<file path="src/logic/bct_unused_guard.sv">
// reserved file: holds no logic of the trigger cycle controller
`default_nettype none
`default_nettype wire

</file>
<file path="src/logic/bct_pkg.sv">
// package: constants and types of the trigger cycle controller
`default_nettype none
package bct_pkg;
  // clock and timer base
  localparam int CLK_HZ         = 25_000_000;
  localparam int TICK_MS        = 10;
  localparam int TICK_CYC       = CLK_HZ / 1000 * TICK_MS;
  localparam int SYNC_STAGES    = 2;
  // register byte offsets
  localparam logic [4:0] OFF_CTRL    = 5'h00;
  localparam logic [4:0] OFF_CHARS   = 5'h04;
  localparam logic [4:0] OFF_WIN     = 5'h08;
  localparam logic [4:0] OFF_TIMER   = 5'h0c;
  localparam logic [4:0] OFF_TOUT    = 5'h10;
  localparam logic [4:0] OFF_BUFEN   = 5'h14;
  localparam logic [4:0] OFF_STATUS  = 5'h18;
  // ctrl, chars and status fields
  localparam int CTRL_MODE_LSB  = 0;
  localparam int CTRL_INV_BIT   = 2;
  localparam int CTRL_CMODE_LSB = 3;
  localparam int CTRL_FIXN_LSB  = 5;
  localparam int CHARS_EOR_LSB  = 8;
  localparam int STAT_NORD_BIT  = 1;
  localparam int STAT_PEND_LSB  = 8;
  // reset values
  localparam logic [1:0] RST_MODE   = 2'h3;
  localparam logic       RST_INV    = 1'b0;
  localparam logic [1:0] RST_CMODE  = 2'h0;
  localparam logic [2:0] RST_FIXN   = 3'h0;
  localparam logic [7:0] RST_SOR    = 8'h02;
  localparam logic [7:0] RST_EOR    = 8'h03;
  localparam logic [6:0] RST_WIN    = 7'h03;
  localparam logic [6:0] RST_TIMER  = 7'h00;
  localparam logic [9:0] RST_TOUT   = 10'h000;
  localparam logic [7:0] RST_BUFEN  = 8'hff;
  // limits and special values
  localparam logic [6:0] MAX_99     = 7'h63;
  localparam logic [9:0] MAX_999    = 10'h3e7;
  localparam logic [7:0] ESC_CHAR   = 8'h1b;
  // trigger modes
  localparam logic [1:0] MODE_SERIAL = 2'h0;
  localparam logic [1:0] MODE_CONT_T = 2'h1;
  localparam logic [1:0] MODE_CONT_X = 2'h2;
  localparam logic [1:0] MODE_HW     = 2'h3;
  // codes per cycle modes
  localparam logic [1:0] CM_FIXED  = 2'h0;
  localparam logic [1:0] CM_PERBUF = 2'h1;
  localparam logic [1:0] CM_ALL    = 2'h2;
  typedef enum logic [1:0] {
    CYC_IDLE = 2'b00,
    CYC_ACT  = 2'b01,
    CYC_EVAL = 2'b11
  } bct_cyc_t;
endpackage : bct_pkg
`default_nettype wire

</file>
<file path="src/logic/bct_ctrl.sv">
// trigger cycle controller top: registers, cycle control, code output
// Operation
// RULE_01 - fixed mode sends exactly the first one to eight valid codes
// RULE_02 - per-buffer mode sends one code per enabled code buffer
// RULE_03 - all-codes mode sends every valid code of the cycle
// RULE_04 - serial mode opens on start char and closes on end char
// RULE_05 - start and end chars are one full byte each, null allowed
// RULE_06 - host must not use escape as start or end character
// RULE_07 - timed continuous mode suppresses the same code until timeout
// RULE_08 - timeout 999 suppresses the same code until another code fires
// RULE_09 - timed continuous mode never emits a no-read
// RULE_10 - transmit continuous mode sends every code, no suppression
// RULE_11 - hardware mode bounds the cycle by the trigger input
// RULE_12 - standard polarity: high trigger level means enabled
// RULE_13 - inverted polarity: low trigger level means enabled
// RULE_14 - decode threshold holds 0 to 99, reset value 3
// RULE_15 - continuous modes send a code when its count hits threshold
// RULE_16 - trigger modes compare counts with threshold at cycle end
// RULE_17 - threshold zero behaves as threshold one
// RULE_18 - no valid code at cycle end gives a no-read result
// RULE_19 - host keeps threshold at 5 or below for two codes per cycle
// RULE_20 - trigger timer in 10 ms units, 0 disables, ends the cycle
// RULE_21 - trigger input synchronised before polarity and edge detect
//
// The Avalon-MM slave port and the address map are this design's own decisions.
`default_nettype none
module bct_ctrl #(
  parameter int TICK_CYC = bct_pkg::TICK_CYC
) (
  input  wire logic        sys_clk_in,
  input  wire logic        resetn_in,
  input  wire logic [4:0]  avs_address_in,
  input  wire logic        avs_read_in,
  input  wire logic        avs_write_in,
  input  wire logic [31:0] avs_writedata_in,
  input  wire logic [3:0]  avs_byteenable_in,
  output logic [31:0]      avs_readdata_out,
  output logic             avs_waitrequest_out,
  input  wire logic        trig_in,
  input  wire logic        rx_valid_in,
  input  wire logic [7:0]  rx_char_in,
  input  wire logic        dec_valid_in,
  input  wire logic [2:0]  dec_buf_in,
  input  wire logic [15:0] dec_sig_in,
  output logic             tx_valid_out,
  output logic [2:0]       tx_buf_out,
  output logic             tx_noread_out,
  input  wire logic        tx_ready_in,
  output logic             setup_req_out,
  output logic             cycle_active_out
);
  ////////////////////////////////////////////////////////////////////////////
  typedef struct packed {
    logic [1:0]      mode;
    logic            inv;
    logic [1:0]      cmode;
    logic [2:0]      fixn;
    logic [7:0]      sor;
    logic [7:0]      eor;
    logic [6:0]      win;
    logic [6:0]      ttim;
    logic [9:0]      tout;
    logic [7:0]      bufen;
    bct_pkg::bct_cyc_t cyc;
    logic [7:0][6:0] cnt;
    logic [17:0]     pre;
    logic [6:0]      tunits;
    logic [9:0]      hunits;
    logic            hold;
    logic [15:0]     last_sig;
    logic [7:0]      pend;
    logic            nord;
    logic            txv;
    logic [2:0]      txb;
    logic            txn;
    logic            wr;
    logic [31:0]     rdata;
    logic            setup;
    logic            act;
  } bct_st_t;

  bct_st_t s_r;
  bct_st_t s_nxt;
  logic    t_rise;
  logic    t_fall;

  bct_trig_sync u_sync (
    .sys_clk_in (sys_clk_in),
    .resetn_in  (resetn_in),
    .trig_in    (trig_in),
    .inv_in     (s_r.inv),
    .on_out     (),
    .rise_out   (t_rise),
    .fall_out   (t_fall)
  );

  ////////////////////////////////////////////////////////////////////////////
  function automatic logic [31:0] be_merge(input logic [31:0] old_v,
                                           input logic [31:0] new_v,
                                           input logic [3:0]  be);
    logic [31:0] r;
    r = old_v;
    for (int i = 0; i < 4; i++) begin
      if (be[i]) begin
        r[i*8 +: 8] = new_v[i*8 +: 8];
      end
    end
    return r;
  endfunction

  // threshold zero counts as one
  function automatic logic [6:0] win_eff(input logic [6:0] w);
    return (w == 7'h00) ? 7'h01 : w; // RULE_17
  endfunction

  // keeps the lowest n+1 set bits of a mask
  function automatic logic [7:0] first_n(input logic [7:0] m,
                                         input logic [2:0] n);
    logic [7:0] r;
    logic [3:0] k;
    r = 8'h00;
    k = 4'h0;
    for (int i = 0; i < 8; i++) begin
      if (m[i] && (k <= {1'b0, n})) begin
        r[i] = 1'b1;
        k    = k + 4'h1;
      end
    end
    return r;
  endfunction

  function automatic logic [2:0] low_idx(input logic [7:0] m);
    logic [2:0] r;
    r = 3'h0;
    for (int i = 7; i >= 0; i--) begin
      if (m[i]) begin
        r = 3'(i);
      end
    end
    return r;
  endfunction

  ////////////////////////////////////////////////////////////////////////////
  logic       tick;
  logic       trig_mode;
  logic       start_cyc;
  logic       end_cyc;
  logic [7:0] valid_m;
  logic [7:0] sel_m;
  logic [7:0] set_m;
  logic [7:0] clr_m;
  logic [6:0] cnt_inc;
  logic       fire;
  logic [31:0] wv;
  logic       nord_set;

  always_comb begin
    s_nxt     = s_r;
    wv        = 32'h0000_0000;
    set_m     = 8'h00;
    clr_m     = 8'h00;
    valid_m   = 8'h00;
    sel_m     = 8'h00;
    cnt_inc   = 7'h00;
    fire      = 1'b0;
    start_cyc = 1'b0;
    end_cyc   = 1'b0;
    nord_set  = 1'b0;
    trig_mode = (s_r.mode == bct_pkg::MODE_SERIAL) ||
                (s_r.mode == bct_pkg::MODE_HW);
    tick      = (s_r.pre == 18'(TICK_CYC - 1));
    s_nxt.pre = tick ? 18'h00000 : s_r.pre + 18'h00001;
    s_nxt.setup = 1'b0;

    // bus slave: one wait cycle, then the answer
    s_nxt.wr = 1'b1;
    if ((avs_read_in || avs_write_in) && s_r.wr) begin
      s_nxt.wr = 1'b0;
      case (avs_address_in)
        bct_pkg::OFF_CTRL:   s_nxt.rdata = {24'h000000, s_r.fixn, s_r.cmode,
                                            s_r.inv, s_r.mode};
        bct_pkg::OFF_CHARS:  s_nxt.rdata = {16'h0000, s_r.eor, s_r.sor};
        bct_pkg::OFF_WIN:    s_nxt.rdata = {25'h0000000, s_r.win};
        bct_pkg::OFF_TIMER:  s_nxt.rdata = {25'h0000000, s_r.ttim};
        bct_pkg::OFF_TOUT:   s_nxt.rdata = {22'h000000, s_r.tout};
        bct_pkg::OFF_BUFEN:  s_nxt.rdata = {24'h000000, s_r.bufen};
        bct_pkg::OFF_STATUS: s_nxt.rdata = {16'h0000, s_r.pend, 6'h00,
                                            s_r.nord, s_r.act};
        default:             s_nxt.rdata = 32'h0000_0000;
      endcase
    end
    if (avs_write_in && !s_r.wr) begin
      case (avs_address_in)
        bct_pkg::OFF_CTRL: begin
          wv = be_merge({24'h000000, s_r.fixn, s_r.cmode, s_r.inv,
                         s_r.mode}, avs_writedata_in, avs_byteenable_in);
          s_nxt.mode  = wv[bct_pkg::CTRL_MODE_LSB +: 2];
          s_nxt.inv   = wv[bct_pkg::CTRL_INV_BIT];
          s_nxt.cmode = wv[bct_pkg::CTRL_CMODE_LSB +: 2];
          s_nxt.fixn  = wv[bct_pkg::CTRL_FIXN_LSB +: 3];
        end
        bct_pkg::OFF_CHARS: begin
          wv = be_merge({16'h0000, s_r.eor, s_r.sor}, avs_writedata_in,
                        avs_byteenable_in);
          s_nxt.sor = wv[7:0]; // RULE_05
          s_nxt.eor = wv[bct_pkg::CHARS_EOR_LSB +: 8]; // RULE_05
        end
        bct_pkg::OFF_WIN: begin
          wv = be_merge({25'h0000000, s_r.win}, avs_writedata_in,
                        avs_byteenable_in);
          if (wv[31:0] <= {25'h0000000, bct_pkg::MAX_99}) begin
            s_nxt.win = wv[6:0]; // RULE_14
          end
        end
        bct_pkg::OFF_TIMER: begin
          wv = be_merge({25'h0000000, s_r.ttim}, avs_writedata_in,
                        avs_byteenable_in);
          if (wv[31:0] <= {25'h0000000, bct_pkg::MAX_99}) begin
            s_nxt.ttim = wv[6:0]; // RULE_20
          end
        end
        bct_pkg::OFF_TOUT: begin
          wv = be_merge({22'h000000, s_r.tout}, avs_writedata_in,
                        avs_byteenable_in);
          if (wv[31:0] <= {22'h000000, bct_pkg::MAX_999}) begin
            s_nxt.tout = wv[9:0];
          end
        end
        bct_pkg::OFF_BUFEN: begin
          wv = be_merge({24'h000000, s_r.bufen}, avs_writedata_in,
                        avs_byteenable_in);
          s_nxt.bufen = wv[7:0];
        end
        default: begin
          wv = 32'h0000_0000;
        end
      endcase
    end

    // escape always means setup, it never acts as a trigger char
    if (rx_valid_in && rx_char_in == bct_pkg::ESC_CHAR) begin
      s_nxt.setup = 1'b1; // RULE_06
    end

    // cycle open and close
    if (s_r.mode == bct_pkg::MODE_SERIAL && rx_valid_in &&
        rx_char_in != bct_pkg::ESC_CHAR) begin
      start_cyc = (rx_char_in == s_r.sor); // RULE_04
      end_cyc   = (rx_char_in == s_r.eor); // RULE_04
    end else if (s_r.mode == bct_pkg::MODE_HW) begin
      start_cyc = t_rise; // RULE_11
      end_cyc   = t_fall; // RULE_11
    end
    if (tick && s_r.cyc == bct_pkg::CYC_ACT && s_r.ttim != 7'h00 &&
        s_r.tunits + 7'h01 >= s_r.ttim) begin
      end_cyc = 1'b1; // RULE_20
    end
    if (tick && s_r.cyc == bct_pkg::CYC_ACT) begin
      s_nxt.tunits = s_r.tunits + 7'h01;
    end

    case (s_r.cyc)
      bct_pkg::CYC_IDLE: begin
        if (trig_mode && start_cyc) begin
          s_nxt.cyc    = bct_pkg::CYC_ACT;
          s_nxt.cnt    = '0;
          s_nxt.tunits = 7'h00;
        end
      end
      bct_pkg::CYC_ACT: begin
        if (!trig_mode) begin
          s_nxt.cyc = bct_pkg::CYC_IDLE;
        end else if (end_cyc) begin
          s_nxt.cyc = bct_pkg::CYC_EVAL;
        end
      end
      bct_pkg::CYC_EVAL: begin
        // counts are judged only now, once the cycle has closed
        for (int i = 0; i < 8; i++) begin
          valid_m[i] = (s_r.cnt[i] >= win_eff(s_r.win)); // RULE_16
        end
        case (s_r.cmode)
          bct_pkg::CM_FIXED:  sel_m = first_n(valid_m, s_r.fixn); // RULE_01
          bct_pkg::CM_PERBUF: sel_m = valid_m & s_r.bufen; // RULE_02
          default:            sel_m = valid_m; // RULE_03
        endcase
        set_m = sel_m;
        if (sel_m == 8'h00) begin
          s_nxt.nord = 1'b1; // RULE_18
          nord_set   = 1'b1;
        end
        s_nxt.cyc = bct_pkg::CYC_IDLE;
      end
      default: begin
        s_nxt.cyc = bct_pkg::CYC_IDLE;
      end
    endcase
    s_nxt.act = (s_nxt.cyc == bct_pkg::CYC_ACT) || !trig_mode;

    // decode counting; continuous modes fire on reaching the threshold
    if (dec_valid_in && (s_r.cyc == bct_pkg::CYC_ACT || !trig_mode)) begin
      cnt_inc = (s_r.cnt[dec_buf_in] >= bct_pkg::MAX_99) ? bct_pkg::MAX_99 :
                s_r.cnt[dec_buf_in] + 7'h01;
      s_nxt.cnt[dec_buf_in] = cnt_inc;
      // a count left above a lowered threshold must still fire
      if (!trig_mode && cnt_inc >= win_eff(s_r.win)) begin
        fire = 1'b1; // RULE_15
        s_nxt.cnt[dec_buf_in] = 7'h00;
      end
    end
    if (s_r.mode == bct_pkg::MODE_CONT_T && s_r.hold && tick &&
        s_r.tout != bct_pkg::MAX_999) begin
      s_nxt.hunits = s_r.hunits + 10'h001;
      if (s_r.hunits + 10'h001 >= s_r.tout) begin
        s_nxt.hold = 1'b0; // RULE_07
      end
    end
    if (fire) begin
      if (s_r.mode == bct_pkg::MODE_CONT_X) begin
        set_m[dec_buf_in] = 1'b1; // RULE_10
      end else if (!(s_r.hold && dec_sig_in == s_r.last_sig)) begin
        // a different code also ends a 999 hold here
        set_m[dec_buf_in] = 1'b1; // RULE_07 RULE_08
        s_nxt.last_sig    = dec_sig_in;
        s_nxt.hold        = (s_r.tout != 10'h000);
        s_nxt.hunits      = 10'h000;
      end
    end
    if (!trig_mode) begin
      s_nxt.nord = 1'b0; // RULE_09
    end

    // output stage, one code per handshake, lowest buffer first
    if (!s_r.txv || tx_ready_in) begin
      s_nxt.txv = 1'b0;
      s_nxt.txn = 1'b0;
      if (s_r.pend != 8'h00) begin
        s_nxt.txv = 1'b1;
        s_nxt.txb = low_idx(s_r.pend);
        clr_m[low_idx(s_r.pend)] = 1'b1;
      end else if (s_r.nord) begin
        s_nxt.txv  = 1'b1;
        s_nxt.txn  = 1'b1;
        s_nxt.txb  = 3'h0;
        // a no-read raised in this very cycle survives the send
        s_nxt.nord = nord_set & trig_mode;
      end
    end
    // a new request beats a clear in the same cycle
    s_nxt.pend = (s_r.pend & ~clr_m) | set_m;
  end

  always_ff @(posedge sys_clk_in or negedge resetn_in) begin
    if (!resetn_in) begin
      s_r       <= '0;
      s_r.mode  <= bct_pkg::RST_MODE;
      s_r.inv   <= bct_pkg::RST_INV;
      s_r.cmode <= bct_pkg::RST_CMODE;
      s_r.fixn  <= bct_pkg::RST_FIXN;
      s_r.sor   <= bct_pkg::RST_SOR;
      s_r.eor   <= bct_pkg::RST_EOR;
      s_r.win   <= bct_pkg::RST_WIN; // RULE_14
      s_r.ttim  <= bct_pkg::RST_TIMER;
      s_r.tout  <= bct_pkg::RST_TOUT;
      s_r.bufen <= bct_pkg::RST_BUFEN;
      s_r.cyc   <= bct_pkg::CYC_IDLE;
      s_r.wr    <= 1'b1;
    end else begin
      s_r <= s_nxt;
    end
  end

  assign avs_readdata_out    = s_r.rdata;
  assign avs_waitrequest_out = s_r.wr;
  assign tx_valid_out        = s_r.txv;
  assign tx_buf_out          = s_r.txb;
  assign tx_noread_out       = s_r.txn;
  assign setup_req_out       = s_r.setup;
  assign cycle_active_out    = s_r.act;
endmodule // bct_ctrl
`default_nettype wire

</file>
<file path="src/logic/bct_trig_sync.sv">
// trigger input synchroniser, polarity select and edge detect
`default_nettype none
module bct_trig_sync (
  input  wire logic sys_clk_in,
  input  wire logic resetn_in,
  input  wire logic trig_in,
  input  wire logic inv_in,
  output logic      on_out,
  output logic      rise_out,
  output logic      fall_out
);
  typedef struct packed {
    logic [bct_pkg::SYNC_STAGES-1:0] sy;
    logic on;
    logic rise;
    logic fall;
  } bct_ts_t;
  bct_ts_t s_r;
  bct_ts_t s_nxt;
  logic    lvl;

  always_comb begin
    s_nxt    = s_r;
    s_nxt.sy = {s_r.sy[bct_pkg::SYNC_STAGES-2:0], trig_in}; // RULE_21
    // only the last stage is looked at
    lvl        = s_r.sy[bct_pkg::SYNC_STAGES-1] ^ inv_in; // RULE_12 RULE_13
    s_nxt.on   = lvl;
    s_nxt.rise = lvl & ~s_r.on; // RULE_21
    s_nxt.fall = ~lvl & s_r.on; // RULE_21
  end

  always_ff @(posedge sys_clk_in or negedge resetn_in) begin
    if (!resetn_in) begin
      s_r <= '0;
    end else begin
      s_r <= s_nxt;
    end
  end

  assign on_out   = s_r.on;
  assign rise_out = s_r.rise;
  assign fall_out = s_r.fall;
endmodule // bct_trig_sync
`default_nettype wire

</file>
<file path="config.mk">
export PLATFORM = sky130hd
export DESIGN_NAME = bct_ctrl
export DESIGN_NICKNAME = d
export VERILOG_FILES = /design/src/logic/bct_unused_guard.sv /design/src/logic/bct_pkg.sv /design/src/logic/bct_ctrl.sv /design/src/logic/bct_trig_sync.sv
export SDC_FILE = /design/constraint.sdc
export NUM_CORES = 1
export LEC_CHECK = 0
export ABC_AREA = 1
export BUFFER_PORTS_ARGS = -buffer_cell sky130_fd_sc_hd__buf_2
export CORE_UTILIZATION = 40
export DETAILED_ROUTE_END_ITERATION = 6
export PLACE_DENSITY = 0.64
export SLEW_MARGIN = 10
export SYNTH_ARGS = -nofsm -noshare
export SYNTH_HDL_FRONTEND = slang
export SYNTH_SLANG_ARGS = --single-unit
</file>
<file path="constraint.sdc">
create_clock -name sys_clk_in -period 10.95 [get_ports sys_clk_in]
set_clock_uncertainty 0.15 [all_clocks]
set_input_delay 0.5475 -clock sys_clk_in [delete_from_list [all_inputs] [get_ports sys_clk_in]]
set_output_delay 0.5475 -clock sys_clk_in [all_outputs]
set_load 0.005 [all_outputs]
</file>
# Yosys cells after proc, flatten, opt, wreduce, memory -nomap -nowiden

Index checks and enable logic that the tools add are counted.

Register bits after elaboration: 220
Output and inout bits: 40
Logic and storage cells: 284
Input port bits: 76

$lt $le $gt $ge: 26
Reduce and logical (&&, ||, !) cells: 51
Multiplexer cells: 125
Add/sub/neg operators: 10
Bitwise operators: 15
Equality and inequality tests: 20

Operators by type and width:

| cell                                                             | count |
|---|---|
| two-way mux 8 bit                                                | 38 |
| two-way mux 56 bit                                               | 3 |
| case mux 16 bit (7 select lines)                                 | 1 |
| two-way mux 4 bit                                                | 21 |
| two-way mux 27 bit                                               | 3 |
| >= comparator 7 bit                                              | 10 |
| less-or-equal comparator 32 x 7 -> 1 bit, second input constant  | 2 |
| two-way mux 58 bit                                               | 1 |
| bitwise AND 56 bit                                               | 1 |
| bitwise mux 56 bit                                               | 1 |
| NOT 56 bit                                                       | 1 |
| two-way mux 7 bit                                                | 7 |
| two-way mux 33 bit                                               | 1 |
| less-or-equal comparator 32 x 10 -> 1 bit, second input constant | 1 |
| two-way mux 3 bit                                                | 10 |
| less-or-equal comparator 4 x 3 -> 1 bit                          | 7 |
| two-way mux 1 bit                                                | 27 |
| adder 4 x 1 -> 4 bit, second input constant                      | 6 |
| logical AND 1 bit                                                | 24 |
| AND reduction 3 bit                                              | 8 |
| binary-select mux 7 bit (select 3 bit)                           | 1 |
| demux 7 bit (select 3 bit)                                       | 1 |
| adder 18 x 1 -> 18 bit, second input constant                    | 1 |
| equality test 18 bit, second input constant                      | 1 |
| other kinds (40)                                                 | 70 |

# Logic depth before layout (Yosys ltp)

Gate-level depths: netlist (run 1).

Word-level depth: 48
Depth in mapped cells: 69
Depth with buffers taken out: 69

# Hierarchy

A second synthesis (run 1) with hierarchy kept.

Cell total of the unflattened synthesis: 1723
Area, all modules: 13485.4 µm²

Modules (own cells, without submodules):

| module        | times used | area an instance (µm²) | cells each | sequential area each (µm²) |
|---|---|---|---|---|
| bct_ctrl      | 1          | 13314.0                | 1707       | 4999.8 |
| bct_trig_sync | 1          | 171.4                  | 16         | 125.1 |

# Worst setup path before layout (run 1)

No wires, ideal clock.

Path kind: register to register
From: register s_r[188] (netlist name)
To: register s_r[40] (netlist name)
Data required time: 10.678 ns
Buffers on the path: 0
Clock period less this slack: 9.214 ns
Stages on the path, launching flop included: 69
Slack: 1.736 ns
Setup time: 0.122 ns
Arrival time: 8.942 ns
Path through: dfrtp_1 > inv_1 > nand3_1 > o41ai_1 > ha_1 > nand4_1 > and3_1 > ha_1 > nor2_1 > nand3_1 > nand2_1 > inv_1 > ha_1 > inv_1 > ha_1 > a21oi_1 > o21ai_1 > nand2_1 > [33 not listed] > ha_1 > a21oi_1 > o21ai_0 > nand2_1 > nand2_1 > inv_1 > nand3_1 > nor2_1 > a31oi_1 > ha_1 > a21oi_1 > nor2_1 > o21ai_0 > nand3_1 > a21oi_1 > nand2_1 > nand2_1 > a21oi_1

RTL lines:

| element                  | RTL line        | source |
|---|---|---|
| start: declaration       | bct_ctrl.sv:82  | `bct_st_t s_r;` |
| start signal: assignment | bct_ctrl.sv:369 | `s_r <= s_nxt;` |

==> metrics.cfg, run 1 <==
[status]
status = finished clean

[final_layout]
fin_nets = 1980
syn2layout_area_growth_pct = 12.92
n_fill_cell = 3171
num_antenna_cells = 0
fin_util = 0.4614
final_common_cell = nand2_1
most-common-layout-cells = nand2_1 (355), inv_1 (244), dfrtp_1 (188)
design_area_um2 = 15050
drive_above_1_share = 0.1176

[synth]
yosys_most_used_dff = dfrtp_1
yosys-top-cells-area = dfrtp_1 (35%), ha_1 (11%), nand2_1 (10%), inv_1 (6.9%), o21ai_0 (5.1%)
synth_warnings = 0
synth_cells = 1709
synth_cell_type_count = 56
synth-edff-count = 0
synth_area_um2 = 13330
yosysTopAreaCellShare = 0.3530
synthArstFlopShare = 1.000
syn_area_per_cell_um2 = 7.799
yosys.area.top_type = dfrtp_1
ys_ff_latch = 204
ys_seq_area_frac = 0.3845

[global_route]
antenna_found_initial = 0
grt_max_degree = 84
grt-ovfl-total = 0
grt_pass1_vias = 11300
track_usage = 0.2245
grt_pass1_wl_um = 60490

[floorplan]
die-area_um2 = 34050
rows = 66
die_h_um = 184.5
chipWidth_um = 184.5
core_area_um2 = 32620
start_util = 0.4086
ios = 116

[worst_setup_path]
crit_fanout = 11
crit_type = register to register
startpoint_type = register
cpMaxStageDelayCell = inv_1
crit_path_end_kind = register
reg2reg_from = s_r[188]
critPathMostFrequentCell = nand2_1
crit_arrival_ps = 10290
cp-startpoint = s_r[188]
critPathRequiredTime_ps = 11200
max_stage_delay_ps = 410

[timing]
period_needed_ps = 10040
slew_viol_final = 0
max_freq_ghz = 0.09960
hold_violations = 0
worst_pin_slew_ps = 811.0
fin_tns_setup_ps = 0
rsz0062_at_grt = false
fin_crit_sh = 0.9169
slew-limit-headroom = 0.4593
holdWs_ps = 96.24
setup_viol = 0

[detailed_routing]
drt_iter0_drc = 933
dr_wl_met2_um = 17180
num_vias = 11910
met3_length_um = 2185
top_layer = met4
ant_nets = 0
finalWirelength_um = 37870
first_pass_iters = 5
wire_per_inst_um = 16.81
m1WireLength_um = 17570
post-route-drc-count = 0
viasPerCell = 5.287

[cts]
clkTransAtPathRegs_ps = 60
cts_tree = done
cts-buffers-inserted = 25
post_cts_buffers = 0
hold_buffers = 2
clock_sinks = 204
cts_buffer_depth = 3
post_cts_resized = 0
root_buffer = clkbuf_16
insertion_delay_ps = 530
cts_htree_levels = 1

[worst_hold_path]
holdCritPathClass = input pin to register
worstHoldStart = dec_sig_in[10]

[placement]
place_congestion = 0.9453
dp_hpwl_um = 28960
placed_cell_area_um2 = 14110
place.port_buffers = 99

[run]
cap_viol_max_count = 0

[layout make-up]
| type | instances | area [um2] | area share |
|---|---|---|---|
| Inverter | 258 | 968.4 | 0.06435 |
| Sequential cell | 204 | 5125 | 0.3405 |
| Clock inverter | 13 | 225.2 | 0.01497 |
| Clock buffer | 33 | 695.7 | 0.04623 |
| Tap cell | 442 | 553.0 | 0.03675 |
| Timing Repair Buffer | 106 | 561.8 | 0.03733 |
| Multi-Input combinational cell | 1197 | 6920 | 0.4598 |
[cell families (layout without fill, tap and decap cells)]
family | Yosys count | in the layout | share of synthesized area
simple gates | 688 | 688 | 0.2278
compound gates | 332 | 332 | 0.1477
buf+inv | 323 | 410 | 0.1010
flops | 204 | 204 | 0.3845
fa+ha+maj | 112 | 112 | 0.1051
xor+xnor | 42 | 42 | 0.02760
mux | 7 | 7 | 0.005915
other cells | 1 | 16 | 0.0002814
[routing by layer]
layer / vias up / track usage
li1: 5865 / -
met5: - / 0
met4: 0 / 0.06367
met2: 385 / 0.3642
met3: 65 / 0.02569
met1: 5596 / 0.3135
[worst max-delay path, delay by kind of cell (launching register included)]
family | cells | cell delay [ps]
buffers and inverters | 11 | 1200
adder cells (fa/ha/maj) | 9 | 2560
flip-flops | 1 | 390
AND/OR/NAND/NOR | 34 | 3510
AO/OA/AOI/OAI | 15 | 2080
[final timing paths]
path                            endpoint  slack, ps  cells after the start
max reg2reg                      s_r[40]        910                     69
max in group asynchronous       s_r[197]       8120                      4
min reg2reg                u_sync.s_r[4]        210                      0
min in group asynchronous       s_r[114]        450                      2
min                              s_r[59]        100                      3
max                              s_r[40]        910                     69
[stage by stage]
step                      std cells  setup slack, ps
final                          2253            909.7
after global routing           2253            36.77
after CTS                      2253             1059
after detailed placement       2205             1086
after global placement         2205             1629
after floorplan                1724             1736
[flip-flops by register name (all words and copies together), names as in the netlist]
| register | count |
|---|---|
| tx_valid_out | 1 |
| u_sync.fall_out | 1 |
| u_sync.s_r | 1 |
| u_sync.s_nxt | 1 |
| cycle_active_out | 1 |
| tx_noread_out | 1 |
| avs_readdata_out | 16 |
| avs_waitrequest_out | 1 |
| u_sync.on_out | 1 |
| s_r | 175 |
| u_sync.rise_out | 1 |
| setup_req_out | 1 |
| tx_buf_out | 3 |
[synth_stat cells, drive strengths merged, types with 8 or more instances]
cell type and instances:
o21ai 153, o2111ai 9, dfstp 16, buf 38, xor2 30, inv 252
a211oi 8, nor2 106, a21oi 73, nand4 31, clkbuf 27, nand2 360
xnor2 12, dfrtp 188, a221oi 11, nand3 129, nor4 17, ha 112
nor3 21, o22ai 31, or2 11, o211ai 11
Power of run 1 is left out: the tool's default activity adds up to more than one toggle a clock period on the data nets, which glitch-free logic cannot reach.
==> inputs of run 2 (changes only) <==
--- a/config.mk
+++ b/config.mk
@@ -5,7 +5,6 @@
 export SDC_FILE = /design/constraint.sdc
 export NUM_CORES = 1
 export LEC_CHECK = 0
-export ABC_AREA = 1
 export BUFFER_PORTS_ARGS = -buffer_cell sky130_fd_sc_hd__buf_2
 export CORE_UTILIZATION = 40
 export DETAILED_ROUTE_END_ITERATION = 6
==> run 2 against run 1 <==
Core utilization is 0.88 points higher. Hold slack lost 13 ps. Maximum frequency is 5.0% lower. Setup slack got worse by 520 ps. First-iteration DRC count shrank 23%. Routed wire length down 7.2%. Critical endpoint unchanged. Largest cell class unchanged. Highest routed layer unchanged.
==> metrics.cfg, run 2 <==
[power]
intPower_mw = 1.459
vdd_drop_max_mv = 0.1017
power_mw = 2.062
power_frac_seq = 0.429
swShare = 0.2924
p_clk_frac = 0.394
p_comb_frac = 0.176
powerDensity_nw_per_um2 = 138.3
leakage_nw = 7.041
p_switching_mw = 0.6030

[floorplan]
start_util = 0.4087
chipWidth_um = 182.0
ios = 116
rows = 65
die-area_um2 = 33130
die_h_um = 182.0
core_area_um2 = 31720

[global_route]
use_met2 = 0.3536
grt_max_degree = 81
met1_usage = 0.2923
grt_pass1_vias = 10350
grt_busiest_layer = met2
antenna_found_initial = 0
track_usage = 0.2129
grt_use_met3 = 0.02808
grt_pass1_wl_um = 56410
grt-ovfl-total = 0

[cts]
root_buffer = clkbuf_16
clock_sinks = 204
cts_htree_levels = 1
cts-buffers-inserted = 24
cts_tree = done
cts_buffer_depth = 3
insertion_delay_ps = 540
clkTransAtPathRegs_ps = 70

[placement]
dp_hpwl_um = 26080
place_congestion = 0.9197
place.port_buffers = 99
placed_cell_area_um2 = 13840
place_inst = 1852

[detailed_routing]
viasPerCell = 5.591
num_vias = 10670
ant_nets = 0
first_pass_iters = 5
post-route-drc-count = 0
drt_iter0_drc = 723
finalWirelength_um = 35140
wire_per_inst_um = 18.42

[synth]
synth_area_um2 = 12960
ys_ff_latch = 204
synth.most_common_cell = nand2_1
yosys_most_used_dff = dfrtp_1
synthArstFlopShare = 1.000
ys_seq_area_frac = 0.3954
synth_warnings = 0
yosys.area.top_type = dfrtp_1
yosysTopAreaCellShare = 0.3629
syn_area_per_cell_um2 = 9.339
synth_cells = 1388
synth_cell_type_count = 79
synth_common_cells = nand2_1 (217), dfrtp_1 (188), ha_1 (112), nor2_1 (83), o21ai_0 (78)
yosys-top-cells-area = dfrtp_1 (36%), ha_1 (11%), nand2_1 (6.3%), mux2_2 (4.6%), xnor2_1 (3.8%)
synth-edff-count = 0

[worst_setup_path]
crit_fanout = 3
critPathRequiredTime_ps = 11220
r2r_end = s_r[40]
max_stage_delay_ps = 550
cpMaxStageDelayCell = dfstp_2
rrSetupSlack_ps = 390
startpoint_type = register
reg2reg_from = s_r[185]
crit_arrival_ps = 10830
crit_path_end_kind = register
critPathMostFrequentCell = ha_1
crit_type = register to register
rr_worst_depth = 57

[timing]
hold_violations = 0
setup_viol = 0
max_freq_ghz = 0.09466
slew_viol_final = 0
worst_pin_slew_ps = 970.8
period_needed_ps = 10560
fin_crit_sh = 0.9648
holdWs_ps = 82.83
slew-limit-headroom = 0.3523

[worst_hold_path]
worstHoldStart = dec_sig_in[9]
holdCritPathClass = input pin to register
hold_path_end = s_r[58]
hold_depth = 3

[final_layout]
syn2layout_area_growth_pct = 15.05
fin_util = 0.4702
finalNonFillerCells = 1908
final_common_cell = nand2_1
design_area_um2 = 14910
most-common-layout-cells = nand2_1 (215), dfrtp_1 (188), ha_1 (108)
drive_above_1_share = 0.2019
fin_nets = 1676
num_antenna_cells = 0
largest_reg_flops = 175
top_register = s_r

[status]
status = finished clean

[run]
cap_viol_max_count = 0

-- run 2: cell types whose count changed after synthesis, moves of 14 or more --
cell      before  now
a21oi_1       73   37
and3_1         1   17
inv_1        244   59
mux2_2         7   53
nand2_1      355  217
nand2b_1       0   17
nand3_1      126   30
nand4_1       31   17
nor2_1       104   83
nor2b_1        0   21
o21ai_0      137   78
o22ai_1       31   65
xnor2_1       12   56
-- run 2: worst max-delay path by stage --
stage / startpoint / to / slack, ps / cells past startpoint
after detailed placement: s_r[188] / s_r[40] / -340 / 54
after global placement: s_r[188] / s_r[40] / 110 / 54
after global routing: s_r[185] / s_r[48] / -90 / 57
final: s_r[185] / s_r[40] / 390 / 57
after CTS: s_r[185] / s_r[40] / 6 / 57
after floorplan: s_r[185] / s_r[40] / 30 / 57
-- run 2: cell families after synthesis --
kind of cell	count (synthesis)	share of synthesized area
simple gates	471	0.1701
compound gates	297	0.1487
flops	204	0.3954
buf+inv	145	0.05319
fa+ha+maj	112	0.1081
xor+xnor	89	0.06264
mux	69	0.06168
other cells	1	0.0002893
-- run 2: power groups by stage --
stage | clock network (mW) | logic, mW | registers, mW
final | 0.813 | 0.364 | 0.885
after CTS | 0.830 | 0.358 | 0.884
after detailed placement | 0 | 0.353 | 0.897
after floorplan | 0 | 0.250 | 0.874
after global routing | 0.861 | 0.415 | 0.893
after global placement | 0 | 0.344 | 0.895
-- run 2: per-stage QoR --
| stage | setup WS, ps | TNS, ps |
|---|---|---|
| 2_1_floorplan | 34.40 | 0 |
| 5_1_grt | -91.15 | -158.8 |
| 3_5_place_dp | -342.0 | -620.5 |
| 4_1_cts | 5.540 | 0 |
| 6_report | 385.6 | 0 |
| 3_3_place_gp | 105.3 | 0 |
-- run 2: routing by layer --
layer / vias to the layer above / share of wire / wire, um
met5: - / 0 / 0
met4: 0 / 0.022 / 765
met3: 57 / 0.059 / 2056
met2: 353 / 0.46 / 16340
met1: 5126 / 0.45 / 15980
li1: 5131 / - / -
-- run 2: area by class of cell --
cell class | count | area [um2]
Clock buffer | 33 | 684.4
Clock inverter | 11 | 118.9
Multi-Input combinational cell | 1054 | 7403
Fill cell | 3010 | 16800
Tap cell | 402 | 503.0
Sequential cell | 204 | 5125
Inverter | 61 | 231.5
Timing Repair Buffer | 143 | 847.1
-- run 2: timing repair --
action                                  CTS  global route
hold buffers                              2             0
resized for setup                        10            28
pin swaps                                 4            21
hold endpoints to repair                 70             0
endpoints found under the setup margin    2             2
buffers inserted                          3             7
-- run 2: worst max-delay path, delay by kind of cell (launching register included) --
family                   cells  cell delay, ps
adder cells (fa/ha/maj)      9            2320
multiplexers                 4            1360
flip-flops                   1             550
AO/OA/AOI/OAI               22            3250
AND/OR/NAND/NOR             18            2470
buffers and inverters        4             320
(Power assumes the default switching activity.)
==> inputs of run 3 (changes only) <==
--- a/config.mk
+++ b/config.mk
@@ -6,9 +6,11 @@
 export NUM_CORES = 1
 export LEC_CHECK = 0
 export BUFFER_PORTS_ARGS = -buffer_cell sky130_fd_sc_hd__buf_2
-export CORE_UTILIZATION = 40
+export CELL_PAD_IN_SITES_DETAIL_PLACEMENT = 1
+export CELL_PAD_IN_SITES_GLOBAL_PLACEMENT = 2
+export CORE_UTILIZATION = 38
 export DETAILED_ROUTE_END_ITERATION = 6
-export PLACE_DENSITY = 0.64
+export PLACE_DENSITY = 0.87
 export SLEW_MARGIN = 10
 export SYNTH_ARGS = -nofsm -noshare
 export SYNTH_HDL_FRONTEND = slang
==> constraint.sdc (replaced) <==
create_clock -name sys_clk_in -period 10.9 [get_ports sys_clk_in]
set_clock_uncertainty 0.15 [all_clocks]
set_input_delay 0.545 -clock sys_clk_in [delete_from_list [all_inputs] [get_ports sys_clk_in]]
set_output_delay 0.545 -clock sys_clk_in [all_outputs]
set_load 0.005 [all_outputs]
==> run 3 against run 2 <==
Total power up 6.4%. Clock-buffer cell count up 1. Cell count up 2.7%. Critical endpoint is now s_r[48]. Highest routed layer unchanged.
==> metrics.cfg, run 3 (synthesis gave the netlist of run 2 again) <==
[worst_setup_path]
path_depth = 56
crit_type = register to register
critPathMostFrequentCell = ha_1
r2r_end = s_r[48]
crit_buf_inv = 3
cpMaxStageDelayCell = dfstp_2
crit_path_end_kind = register
max_stage_delay_ps = 550
rrSetupSlack_ps = 390
cp_top_family = compound AO/OA/AOI/OAI gates
cp-startpoint = s_r[185]
critPathRequiredTime_ps = 11130
startpoint_type = register
crit_fanout = 3
cp-endpoint = s_r[48]
rr_worst_depth = 56
reg2reg_from = s_r[185]
crit_arrival_ps = 10740

[worst_hold_path]
hold_depth = 3
holdCritPathClass = input pin to register

[final_layout]
final_common_cell = nand2_1
most-common-layout-cells = nand2_1 (215), dfrtp_1 (188), ha_1 (107)
finalNonFillerCells = 1960
n_fill_cell = 3856
multiInputGateArea_um2 = 7453
seq_area_um2 = 5125
largest_reg_flops = 175
drive_above_1_share = 0.2077
syn2layout_area_growth_pct = 16.95
fin_nets = 1682
design_area_um2 = 15160
num_antenna_cells = 0
top_register = s_r

[cts]
cts_htree_levels = 1
clkTransAtPathRegs_ps = 70
clock_sinks = 204
cts_tree = done
root_buffer = clkbuf_16
cts-buffers-inserted = 25
cts_buffer_depth = 3
insertion_delay_ps = 530

[timing]
slew-limit-headroom = 0.3229
slew_viol_final = 0
max_freq_ghz = 0.09518
worst_pin_slew_ps = 1016
fin_crit_sh = 0.9639
hold_violations = 0
setup_viol = 0
period_needed_ps = 10510

[run]
cap_viol_max_count = 0

[detailed_routing]
first_pass_iters = 5
ant_nets = 0
viasPerCell = 5.568
post-route-drc-count = 0
drt_iter0_drc = 497
finalWirelength_um = 39820
num_vias = 10910
wire_per_inst_um = 20.32

[global_route]
grt_max_degree = 75
track_usage = 0.2287
antenna_found_initial = 0
grt-ovfl-total = 0
grt_pass1_vias = 11440
grt_pass1_wl_um = 64040

[floorplan]
start_util = 0.3866
ios = 116
rows = 67
die_h_um = 186.7
die-area_um2 = 34860
chipWidth_um = 186.7
core_area_um2 = 33530

[power]
powerDensity_nw_per_um2 = 144.8
power_mw = 2.195
leakage_nw = 7.125
vdd_drop_max_mv = 0.09925

[placement]
placed_cell_area_um2 = 13920
place_congestion = 0.8605
place_inst = 1900
place.port_buffers = 99
dp_hpwl_um = 29200

[status]
status = finished clean

## run 3: tightest hold or removal path, cell delays in order
cell and delay, ps:
buf_2 90, nand2_1 40, nand2_1 40
## run 3: per-layer routing
| layer | vias to the layer above | global-route usage | part of all wire | routed length [um] |
|---|---|---|---|---|
| met4 | 0 | 0.05990 | 0.025 | 1001 |
| met2 | 255 | 0.3838 | 0.47 | 18900 |
| met1 | 5465 | 0.3100 | 0.45 | 18010 |
| li1 | 5126 | - | - | - |
| met3 | 67 | 0.03028 | 0.048 | 1914 |
| met5 | - | 0 | 0 | 0 |
## run 3: area by class of cell
cell class / instances / share of cell area
multi-input combinational: 1054 / 0.4917
clock buffer: 34 / 0.04746
clock inverter: 11 / 0.01246
timing repair buffer: 148 / 0.05811
tap: 448 / 0.03698
sequential: 204 / 0.3381
inverter: 61 / 0.01527
## run 3: worst min-delay path by stage
stage                    startpoint                   to  slack, ps
floorplan                 resetn_in  avs_readdata_out[0]        100
global placement    u_sync.s_nxt[4]        u_sync.s_r[4]        190
detailed placement  u_sync.s_nxt[4]        u_sync.s_r[4]        210
CTS                  dec_sig_in[12]              s_r[61]         80
global route          dec_sig_in[1]              s_r[50]        110
finish                dec_sig_in[5]              s_r[54]         90
## run 3: through the flow
stage          TNS, ps  hold WS, ps  setup WS [ps]    util
6_report             0        93.12          394.0  0.4521
5_1_grt         -69.11        111.6         -50.99  0.4521
4_1_cts              0        77.65          1.575  0.4463
3_5_place_dp    -679.4        205.6         -371.9  0.4150
3_3_place_gp         0        189.5          64.37  0.4150
2_1_floorplan        0        99.41          7.962       -
## run 3: power breakdown
group,internal (mW),switching [mW]
clock network,0.579,0.336
logic,0.163,0.226
registers,0.825,0.0648
## run 3: repair_timing
| item | in CTS | in global routing |
|---|---|---|
| hold endpoints to repair | 52 | 0 |
| resized for setup | 15 | 29 |
| setup buffers | 8 | 6 |
| gates cloned | 0 | 0 |
| pin swaps | 6 | 15 |
| hold buffers | 2 | 0 |
| setup endpoints to repair | 2 | 2 |
